### src/rtl/lqt_pkg.sv
package lqt_pkg;
	// Register page and addresses
	localparam logic [4:0] LQT_ADDR_MON = 5'h1D;
	localparam logic [4:0] LQT_ADDR_DATA = 5'h1E;
	localparam logic [2:0] LQT_PAGE_LQ = 3'h2;
	// Data register field positions
	localparam int LQT_RESV_HI = 15;
	localparam int LQT_RESV_LO = 14;
	localparam int LQT_SAMPLE_BIT = 13;
	localparam int LQT_WSTB_BIT = 12;
	localparam int LQT_PSEL_HI = 11;
	localparam int LQT_PSEL_LO = 9;
	localparam int LQT_TSEL_BIT = 8;
	localparam int LQT_DATA_HI = 7;
	// Monitor status register field positions
	localparam int LQT_MON_EN_BIT = 15;
	localparam int LQT_WARN_HI = 9;
	// Sizes
	localparam int LQT_NUM_PARAM = 5;
	localparam int LQT_NUM_THR = 10;
	// Reset values and highest valid select code
	localparam logic [15:0] LQT_DATA_RST = 16'h0000;
	localparam logic [15:0] LQT_MON_RST = 16'h0000;
	localparam logic [7:0] LQT_THR_LO_RST = 8'h00;
	localparam logic [7:0] LQT_THR_HI_RST = 8'hFF;
	localparam logic [2:0] LQT_PSEL_MAX = 3'h4;

	// Parameter codes
	typedef enum logic [2:0] {
		LQT_P_EQ_C1 = 3'b000,
		LQT_P_GAIN = 3'b001,
		LQT_P_BLW = 3'b010,
		LQT_P_FOFS = 3'b011,
		LQT_P_FCTL = 3'b100
	} lqt_param_t;

	// Threshold slot from parameter and bound select
	function automatic logic [3:0] lqt_thr_index(input logic [2:0] psel, input logic tsel);
		return {psel, tsel};
	endfunction : lqt_thr_index

	// Codes above the last parameter address nothing
	function automatic logic lqt_param_valid(input logic [2:0] psel);
		return psel <= LQT_PSEL_MAX;
	endfunction : lqt_param_valid
endpackage : lqt_pkg

### src/rtl/lqt_thr_if.sv
`timescale 1ns/100ps
interface lqt_thr_if import lqt_pkg::*; ();
	logic wr_en;
	logic [3:0] wr_idx;
	logic [7:0] wr_data;
	logic [3:0] rd_idx;
	logic [7:0] rd_data;
	logic [LQT_NUM_THR-1:0][7:0] thr_all;
	modport store (input wr_en, wr_idx, wr_data, rd_idx, output rd_data, thr_all);
	modport ctrl (output wr_en, wr_idx, wr_data, rd_idx, input rd_data, thr_all);
endinterface : lqt_thr_if

### src/rtl/lqt_thr_store.sv
`timescale 1ns/100ps
module lqt_thr_store import lqt_pkg::*; (
	// Clock and reset
	input wire logic clk_in,
	input wire logic rst_n_in,
	// Threshold access
	lqt_thr_if.store thr
);
	logic [LQT_NUM_THR-1:0][7:0] thr_q;

	// Ten threshold slots, low bound even, high bound odd
	always_ff @(posedge clk_in or negedge rst_n_in) begin
		if (!rst_n_in) begin
			for (int k = 0; k < LQT_NUM_THR; k++) begin
				thr_q[k] <= (k % 2 == 1) ? LQT_THR_HI_RST : LQT_THR_LO_RST;
			end
		end else if (thr.wr_en && thr.wr_idx < 4'(LQT_NUM_THR)) begin
			thr_q[thr.wr_idx] <= thr.wr_data;
		end
	end

	// Read port and full view for the monitor
	assign thr.rd_data = (thr.rd_idx < 4'(LQT_NUM_THR)) ? thr_q[thr.rd_idx] : 8'h00;
	assign thr.thr_all = thr_q;
endmodule : lqt_thr_store

### src/rtl/lqt_top.sv
`timescale 1ns/100ps
// Function
// - Bits 15:14 ignore writes and always read zero.
// - Setting sample bit captures selected parameter; data field then returns it.
// - Write strobe copies data field into threshold chosen by both selects.
// - Write strobe bit always reads back zero.
// - Three-bit select picks equaliser, gain, wander, offset or frequency control.
// - Bound select zero means low threshold, one means high threshold.
// - With sampling off, strobed write data becomes the addressed threshold's content.
// - With sampling off, reads return the addressed threshold's stored value.
// - With sampling on, reads return captured value, frozen until next sampling.
// - No threshold update while powered down.
// - Data register decoded at 1Eh only on register page 2.
// - Crossed threshold raises interrupt if permitted; status read clears and re-arms.
module lqt_top import lqt_pkg::*; (
	// Clock and reset
	input wire logic clk_in,
	input wire logic rst_n_in,
	// Register port
	input wire logic [4:0] reg_addr_in,
	input wire logic [15:0] reg_wdata_in,
	input wire logic reg_wr_in,
	input wire logic reg_rd_in,
	output logic [15:0] reg_rdata_out,
	// Management context
	input wire logic [2:0] page_sel_in,
	input wire logic power_down_in,
	input wire logic irq_enable_in,
	// Adapted signal processing values
	input wire logic link_100_ok_in,
	input wire logic [LQT_NUM_PARAM-1:0][7:0] param_value_in,
	// Interrupt request
	output logic lq_irq_out
);
	lqt_thr_if thr ();

	logic sample_q;
	logic [2:0] psel_q;
	logic tsel_q;
	logic [7:0] sample_val_q;
	logic mon_en_q;
	logic [LQT_WARN_HI:0] warn_q;
	logic [LQT_WARN_HI:0] warn_set_w;
	logic armed_q;
	logic irq_q;
	logic [15:0] rdata_q;
	logic [15:0] rdata_d;
	logic page_ok_w;
	logic data_wr_w;
	logic data_rd_w;
	logic mon_wr_w;
	logic mon_rd_w;
	logic wr_sample_w;
	logic [2:0] wr_psel_w;
	logic [7:0] wr_param_w;
	logic [7:0] data_field_w;
	logic other_rd_w;

	// Threshold storage
	lqt_thr_store u_store (
		.clk_in(clk_in),
		.rst_n_in(rst_n_in),
		.thr(thr.store)
	);

	// Address decode, page qualified
	assign page_ok_w = (page_sel_in == LQT_PAGE_LQ);
	assign data_wr_w = reg_wr_in && page_ok_w && (reg_addr_in == LQT_ADDR_DATA);
	assign data_rd_w = reg_rd_in && page_ok_w && (reg_addr_in == LQT_ADDR_DATA);
	assign mon_wr_w = reg_wr_in && page_ok_w && (reg_addr_in == LQT_ADDR_MON);
	assign mon_rd_w = reg_rd_in && page_ok_w && (reg_addr_in == LQT_ADDR_MON);
	assign other_rd_w = reg_rd_in && !(data_rd_w || mon_rd_w);

	// Fields of the incoming write
	assign wr_sample_w = reg_wdata_in[LQT_SAMPLE_BIT];
	assign wr_psel_w = reg_wdata_in[LQT_PSEL_HI:LQT_PSEL_LO];

	// Selected live parameter for a sampling write
	always_comb begin
		wr_param_w = 8'h00;
		if (lqt_param_valid(wr_psel_w)) begin
			wr_param_w = param_value_in[wr_psel_w];
		end
	end

	// Threshold write request, blocked when powered down or code invalid
	assign thr.wr_en = data_wr_w && reg_wdata_in[LQT_WSTB_BIT] && !wr_sample_w
		&& !power_down_in && lqt_param_valid(wr_psel_w);
	assign thr.wr_idx = lqt_thr_index(wr_psel_w, reg_wdata_in[LQT_TSEL_BIT]);
	assign thr.wr_data = reg_wdata_in[LQT_DATA_HI:0];
	assign thr.rd_idx = lqt_thr_index(psel_q, tsel_q);

	// Control fields of the data register; bits 15:14 and 12 not stored
	always_ff @(posedge clk_in or negedge rst_n_in) begin
		if (!rst_n_in) begin
			sample_q <= LQT_DATA_RST[LQT_SAMPLE_BIT];
			psel_q <= LQT_DATA_RST[LQT_PSEL_HI:LQT_PSEL_LO];
			tsel_q <= LQT_DATA_RST[LQT_TSEL_BIT];
		end else if (data_wr_w) begin
			sample_q <= wr_sample_w;
			psel_q <= wr_psel_w;
			tsel_q <= reg_wdata_in[LQT_TSEL_BIT];
		end
	end

	// Sample capture, held until the next sampling write
	always_ff @(posedge clk_in or negedge rst_n_in) begin
		if (!rst_n_in) begin
			sample_val_q <= LQT_DATA_RST[LQT_DATA_HI:0];
		end else if (data_wr_w && wr_sample_w) begin
			sample_val_q <= wr_param_w;
		end
	end

	// Data field as seen on a read
	always_comb begin
		data_field_w = 8'h00;
		if (sample_q) begin
			data_field_w = sample_val_q;
		end else if (lqt_param_valid(psel_q)) begin
			data_field_w = thr.rd_data;
		end
	end

	// Monitor enable
	always_ff @(posedge clk_in or negedge rst_n_in) begin
		if (!rst_n_in) begin
			mon_en_q <= LQT_MON_RST[LQT_MON_EN_BIT];
		end else if (mon_wr_w) begin
			mon_en_q <= reg_wdata_in[LQT_MON_EN_BIT];
		end
	end

	// Threshold compare, only on a valid 100 Mb link
	always_comb begin
		warn_set_w = '0;
		if (mon_en_q && link_100_ok_in) begin
			for (int k = 0; k < LQT_NUM_PARAM; k++) begin
				warn_set_w[2*k] = param_value_in[k] < thr.thr_all[2*k];
				warn_set_w[2*k+1] = param_value_in[k] > thr.thr_all[2*k+1];
			end
		end
	end

	// Sticky warnings, cleared by status read, new event wins
	always_ff @(posedge clk_in or negedge rst_n_in) begin
		if (!rst_n_in) begin
			warn_q <= LQT_MON_RST[LQT_WARN_HI:0];
		end else begin
			warn_q <= (mon_rd_w ? '0 : warn_q) | warn_set_w;
		end
	end

	// Interrupt raise once, re-armed by status read
	always_ff @(posedge clk_in or negedge rst_n_in) begin
		if (!rst_n_in) begin
			armed_q <= 1'b1;
			irq_q <= 1'b0;
		end else if (armed_q && irq_enable_in && |warn_set_w) begin
			armed_q <= 1'b0;
			irq_q <= 1'b1;
		end else if (mon_rd_w) begin
			armed_q <= 1'b1;
			irq_q <= 1'b0;
		end
	end

	// Read mux; unmapped or wrong page reads zero
	always_comb begin
		rdata_d = 16'h0000;
		if (data_rd_w) begin
			rdata_d[LQT_SAMPLE_BIT] = sample_q;
			rdata_d[LQT_PSEL_HI:LQT_PSEL_LO] = psel_q;
			rdata_d[LQT_TSEL_BIT] = tsel_q;
			rdata_d[LQT_DATA_HI:0] = data_field_w;
			rdata_d[LQT_RESV_HI:LQT_RESV_LO] = 2'b00;
			rdata_d[LQT_WSTB_BIT] = 1'b0;
		end else if (mon_rd_w) begin
			rdata_d[LQT_MON_EN_BIT] = mon_en_q;
			rdata_d[LQT_WARN_HI:0] = warn_q;
		end
	end

	// Read data register, valid the cycle after the strobe
	always_ff @(posedge clk_in or negedge rst_n_in) begin
		if (!rst_n_in) begin
			rdata_q <= 16'h0000;
		end else begin
			rdata_q <= rdata_d;
		end
	end

	assign reg_rdata_out = rdata_q;
	assign lq_irq_out = irq_q;
endmodule : lqt_top

### config.mk
export PLATFORM = sky130hd
export DESIGN_NAME = lqt_top
export DESIGN_NICKNAME = d
export VERILOG_FILES = /design/src/rtl/lqt_pkg.sv /design/src/rtl/lqt_thr_if.sv /design/src/rtl/lqt_thr_store.sv /design/src/rtl/lqt_top.sv
export SDC_FILE = /design/constraint.sdc
export NUM_CORES = 1
export LEC_CHECK = 0
export ABC_AREA = 1
export BUFFER_PORTS_ARGS = -buffer_cell sky130_fd_sc_hd__buf_2
export CAP_MARGIN = 20
export CORE_UTILIZATION = 25
export CTS_CLUSTER_SIZE = 28
export DETAILED_ROUTE_END_ITERATION = 8
export GPL_TIMING_DRIVEN = 0
export PLACE_DENSITY = 0.46
export SETUP_SLACK_MARGIN = 0.1
export SLEW_MARGIN = 40
export SYNTH_ARGS = -nofsm -noshare
export SYNTH_HDL_FRONTEND = slang
export SYNTH_SLANG_ARGS = --single-unit
export TNS_END_PERCENT = 100
### constraint.sdc
create_clock -name clk_in -period 2.15 [get_ports clk_in]
set_input_delay 0 -clock clk_in [delete_from_list [all_inputs] [get_ports clk_in]]
set_output_delay 0 -clock clk_in [all_outputs]
set_load 0.01 [all_outputs]
# Word level (Yosys, flattened, before mapping)
# Cells that the tools add are included.
[totals]
register_bits = 122
in_bits = 71
word_cells = 83
[op_classes]
order_cmp = 18
n_eq_ne = 3
muxes = 22
bitwise = 1
reduce_logical = 20
[ops]
columns = ["operator", "count"]
rows = [
  ["$bwmux W80", 1],
  ["$mux W8", 7],
  ["$gt A8 B8 Y1", 5],
  ["$lt A8 B8 Y1", 5],
  ["$mux W10", 4],
  ["$bmux W8 S4", 1],
  ["$demux W8 S4", 1],
  ["$bmux W8 S3", 1],
  ["$logic_and A1 B1 Y1", 16],
  ["$eq A5 B5 Y1 const B", 2],
  ["$lt A4 B5 Y1 const B", 2],
  ["$or A10 B10 Y10", 1],
  ["$reduce_or A10 Y1", 1],
  ["$lt A4 B4 Y1 const B", 2],
  ["$le A3 B3 Y1 const B", 2],
  ["$mux W1", 6],
  ["$ge A4 B1 Y1 const B", 1],
  ["$lt A3 B4 Y1 const B", 1],
  ["$mux W4", 1],
  ["$eq A3 B2 Y1 const B", 1],
  ["$logic_not A1 Y1", 2],
  ["$reduce_bool A2 Y1", 1],
]

# Depth between registers and ports, before layout
[depth]
ltp_word = 8
mapped_depth = 15
ltp_nobuf = 15

# Hierarchy
# From an unflattened synthesis, not the netlist that was laid out.
[hier_totals]
cells_unflattened = 1103
hier_area_um2 = 7963.9
[by_module_without_submodules]
columns = ["mod", "n_inst", "cells_per_inst", "area_each_um2"]
rows = [
  ["lqt_top", 1, 593, 4037.6],
  ["lqt_thr_store", 1, 510, 3926.3],
]

# Least setup slack after synthesis
# No wires, ideal clock.
[synth_timing]
kind = "register to register"
start = "register u_store.thr_q, in the netlist u_store.thr.thr_all[79]"
end = "register irq_q, in the netlist lq_irq_out"
setup_time_ps = 116
t_arrival_ps = 1499
path_slack_ps = 535
stages_incl_launch_ff = 12
path_buffers = 0
cell_sequence = "dfstp_2 inv_1 ha_1 a21o_1 nor2_1 nand2_1 nand2_1 nand3_1 nor2_1 nand2_1 nand2_1 nand2_1"
[synth_between]
elab_chain_len = 5
elab_cells_between_ends = 6
[synth_lines]
columns = ["element", "line_no", "rtl"]
rows = [
  ["start: declaration", "lqt_thr_store.sv:9", "logic [LQT_NUM_THR-1:0][7:0] thr_q;"],
  ["start signal: indexed assignment", "lqt_thr_store.sv:15", "thr_q[k] <= (k % 2 == 1) ? LQT_THR_HI_RST : LQT_THR_LO_RST;"],
  ["start signal: indexed assignment", "lqt_thr_store.sv:18", "thr_q[thr.wr_idx] <= thr.wr_data;"],
  ["$gt A8 B8 Y1 *", "lqt_top.sv:140", "warn_set_w[2*k+1] = param_value_in[k] > thr.thr_all[2*k+1];"],
  ["$mux W10 *", "lqt_top.sv:137", "if (mon_en_q && link_100_ok_in) begin"],
  ["$reduce_or A10 Y1 *", "lqt_top.sv:159", "end else if (armed_q && irq_enable_in && |warn_set_w) begin"],
  ["$logic_and A1 B1 Y1 *", "lqt_top.sv:159", ""],
  ["$mux W1 / $reduce_bool A2 Y1 (equally long branches)", "--", ""],
  ["end signal: assignment", "lqt_top.sv:158", "irq_q <= 1'b0;"],
  ["end signal: assignment", "lqt_top.sv:161", "irq_q <= 1'b1;"],
  ["end signal: assignment", "lqt_top.sv:164", "irq_q <= 1'b0;"],
  ["end: declaration", "lqt_top.sv:45", "logic irq_q;"],
]
# Every way passes the cells marked *; elsewhere a longest branch is shown, timed or not.
# A chain may end at the register's enable or synchronous reset.

# Worst setup path after layout
[layout_timing]
start = "register psel_q[1]"
end = "register rdata_q[5], in the netlist reg_rdata_out[5]"
[layout_between]
elab_chain_len = 6
elab_cells_between_ends = 8
[layout_lines]
columns = ["element", "line_no", "rtl"]
rows = [
  ["start: declaration", "lqt_top.sv:38", "logic [2:0] psel_q;"],
  ["start signal: assignment", "lqt_top.sv:97", "psel_q <= LQT_DATA_RST[LQT_PSEL_HI:LQT_PSEL_LO];"],
  ["start signal: assignment", "lqt_top.sv:101", "psel_q <= wr_psel_w;"],
  ["$bmux W8 S4", "lqt_thr_store.sv:23", "assign thr.rd_data = (thr.rd_idx < 4'(LQT_NUM_THR)) ? thr_q[thr.rd_idx] : 8'h00;"],
  ["$mux W8 (implied by the code)", "lqt_thr_store.sv:23", ""],
  ["$mux W8", "lqt_thr_store.sv:23", ""],
  ["$mux W8 *", "lqt_top.sv:120", "end else if (lqt_param_valid(psel_q)) begin"],
  ["$mux W8 *", "lqt_top.sv:118", "if (sample_q) begin"],
  ["$mux W10 *", "lqt_top.sv:171", "if (data_rd_w) begin"],
  ["named net rdata_d[5]", "lqt_top.sv:47", "logic [15:0] rdata_d;"],
  ["end signal: assignment", "lqt_top.sv:189", "rdata_q <= rdata_d;"],
  ["end: declaration", "lqt_top.sv:46", "logic [15:0] rdata_q;"],
]
# Mark *: on every way through the listed nets, which the timed path passes. The rest lies on a longest branch. The select of a mux whose other input is x is not followed.

==> impl_metrics.env <==
export IMPL_place_gp_congestion=0.9567
export IMPL_die_area_um2=31230
export IMPL_dr_total_vias=7007
export IMPL_diodes=0
export IMPL_timing_final_ws_setup_ps=145.8
export IMPL_timing_max_transition_violations_final=0
export IMPL_clk_transition_reported_paths_ps=60
export IMPL_worstSkewPairLatency_ps=420
export IMPL_power_density_nw_per_um2=641.4
export IMPL_routed_wl_met2_um=12680
export IMPL_grt_residual_overflow=0
export IMPL_drt_antenna_violating_nets=0
export IMPL_place_hpwl_um=22240
export IMPL_netlist_area_um2=7632
export IMPL_share_of_layout_cells_above_drive_strength_1_pct=20.36
export IMPL_top_layer_used="met4"
export IMPL_initial_core_utilization_pct=25.55
export IMPL_syn_area_cell_um2=7.741
export IMPL_routedLengthMet1_um=13410
export IMPL_grt_pass1_vias=7027
export IMPL_core_utilization_of_the_finished_layout_pct=31.27
export IMPL_max_cap_violations=0
export IMPL_setup_violations=0
export IMPL_wl_um=27860
export IMPL_groute_usage_overall_pct=18.57
export IMPL_status="finished clean"
export IMPL_cts_sinks=120
export IMPL_drt_initial_drc_count=422
export IMPL_cts_buffers=17
export IMPL_data_required_critical_path_ps=2430
export IMPL_std_cell_rows=63
export IMPL_clock_tree_root_cell="sky130_fd_sc_hd__clkbuf_16"
export IMPL_synthesis_instances=986
export IMPL_width_of_the_chip_um=176.7
export IMPL_drc=0
export IMPL_layout_area_overhead_vs_synth_pct=22.41
export IMPL_cp_data_arrival_time_ps=2290
export IMPL_synth_ff_latch_count=120
export IMPL_cts_tree="yes"
export IMPL_final_setup_skew_ps=11.02
export IMPL_crit_path_start_kind="register"
export IMPL_holdCritPathClass="input pin to register"
export IMPL_vias_per_cell=4.656
export IMPL_cts_root_to_sink_buffers=2
export IMPL_worst_hold_path_num_cells=6
export IMPL_worst_slew_pin_transition_ps=717.2
export IMPL_drt_wirelength_per_cell_um=18.51
export IMPL_preCtsSetupSlack_ps=-60.61
export IMPL_finalNetCount=1248
export IMPL_ff2ff_path_depth=6
export IMPL_ioPinCount=88
export IMPL_synthesis_yosys_warnings=0
export IMPL_slew_limit_headroom_pct=52.13
export IMPL_yosysSeqAreaShare_pct=40.02
export IMPL_first_pass_grt_wire_length_um=42320
export IMPL_period_minus_slack_ps=2004
export IMPL_coreArea_um2=29870
export IMPL_grt_start_max_net_pins=46
export IMPL_io_buffers=84
export IMPL_mostFrequentLayoutCell="sky130_fd_sc_hd__nand2_1"
export IMPL_chipHeight_um=176.7
export IMPL_detailroute_wirelength_met3_um=1348
export IMPL_cts_htree_levels=4
export IMPL_fmax_mhz=499.0
export IMPL_cellLeakagePower_nw=4.223
export IMPL_worstSetupEndpointType="register"
export IMPL_rsz_0062_raised_after_global_routing="yes"
export IMPL_antenna_found_initial=1
export IMPL_mostFrequentLayoutCells="sky130_fd_sc_hd__nand2_1, sky130_fd_sc_hd__inv_1, sky130_fd_sc_hd__o21ai_0"
export IMPL_timing_setup_critical_path_class="register to register"
export IMPL_final_hold_viol_count=0
export IMPL_vdd_ir_drop_max_mv=0.4549
export IMPL_first_pass_detailed_route_iteration_total=8
export IMPL_crit_path_max_fanout=8
export IMPL_synthDistinctLibCells=36
export IMPL_period_share_pct=93.22
## metal layers
| layer | vias up | global-route usage [%] |
|---|---|---|
| li1 | 3459 | - |
| met1 | 3328 | 25.62 |
| met2 | 188 | 29.95 |
| met3 | 32 | 3.050 |
| met4 | 0 | 4.813 |
| met5 | - | 0 |
## through the flow
stage / total power, mW / TNS [ps] / hold slack, ps / cells / cell area [um2]
final: 5.993 / 0 / 33.50 / 1505 / 9343
after global routing: 6.247 / 0 / 65.34 / 1505 / 9343
after CTS: 6.040 / 0 / 25.30 / 1502 / 9269
after detailed placement: 3.112 / -85.09 / -81.53 / 1463 / 8602
after global placement: 3.092 / -52850 / 222.2 / 1461 / 8544
after floorplan: 2.719 / 0 / -295.6 / 987 / 7636
## repair_timing
item,CTS,global route
hold endpoints to repair,102,0
pin swaps,0,2
resized for setup,5,21
endpoints found under the setup margin,10,9
setup buffers,0,3
hold buffers,7,0
## Yosys cell counts (all sizes together)
cell | instances | share of area (%)
clkbuf | 16 | 0.79
dfrtp | 79 | 26
clkinv | 1 | 0.049
nand2 | 263 | 13
nor2 | 70 | 3.6
a22oi | 8 | 0.79
a211oi | 2 | 0.20
inv | 138 | 6.8
o211ai | 5 | 0.49
ha | 75 | 12
o21a | 9 | 0.89
o21ai | 148 | 10
a31oi | 3 | 0.25
o221ai | 4 | 0.46
a21oi | 59 | 3.9
a21o | 5 | 0.49
o21bai | 2 | 0.20
o2111ai | 2 | 0.23
nor3 | 3 | 0.64
o22ai | 2 | 0.16
and3 | 1 | 0.082
dfstp | 41 | 14
o31ai | 5 | 0.49
nand4 | 7 | 0.77
nand3 | 19 | 1.2
buf | 18 | 1.8
conb | 1 | 0.049
## state kept, by name (all words and copies together) (netlist names)
register	count
sample_q	1
tsel_q	1
u_store.thr.thr_all	80
mon_en_q	1
warn_q	10
lq_irq_out	1
sample_val_q	8
reg_rdata_out	14
armed_q	1
psel_q	3
## critical path, stage by stage (launching register included)
cell and delay [ps]:
sky130_fd_sc_hd__dfrtp_1 350, sky130_fd_sc_hd__clkbuf_1 240, sky130_fd_sc_hd__nor2_1 440, sky130_fd_sc_hd__nor2_1 80, sky130_fd_sc_hd__nor2_1 190, sky130_fd_sc_hd__inv_1 170
sky130_fd_sc_hd__o31ai_1 400
## path summary, 6_finish.rpt
check	startpoint	end	slack, ps
max in group asynchronous	rst_n_in	u_store.thr.thr_all[57]	1470
hold reg to reg	u_store.thr.thr_all[14]	u_store.thr.thr_all[14]	470
min in group asynchronous	rst_n_in	reg_rdata_out[15]	60
setup reg to reg	psel_q[1]	reg_rdata_out[5]	150
setup / recovery	psel_q[1]	reg_rdata_out[5]	150
hold / removal	reg_addr_in[1]	mon_en_q	30
## report_power, final
part           leakage, nW  switching [mW]  internal [mW]
Clock                0.283            1.15           1.74
Combinational         2.50           0.543          0.252
Sequential            1.44          0.0137           2.29
## cell families (layout without fill, tap and decap cells)
group	Yosys count	count (layout)	synth area share, %
AOI/OAI and AO/OA	254	254	18.61
adders and majority gates	75	75	12.30
buffers and inverters	173	301	9.459
DFF	120	120	40.02
other	1	2	0.04913
and+or+nand+nor	363	363	19.57
## area by class of cell
cell class | count | area [um2]
plain buffers | 34 | 209.0
clock buffers | 18 | 439.2
clock inverters | 14 | 150.1
fillers | 3249 | 20530
inverters | 139 | 525.5
multi-input cells | 694 | 3906
flip-flops and latches | 120 | 3054
well taps | 390 | 488.0
repair buffers | 96 | 570.5
Power figures use the tool's default switching activity.
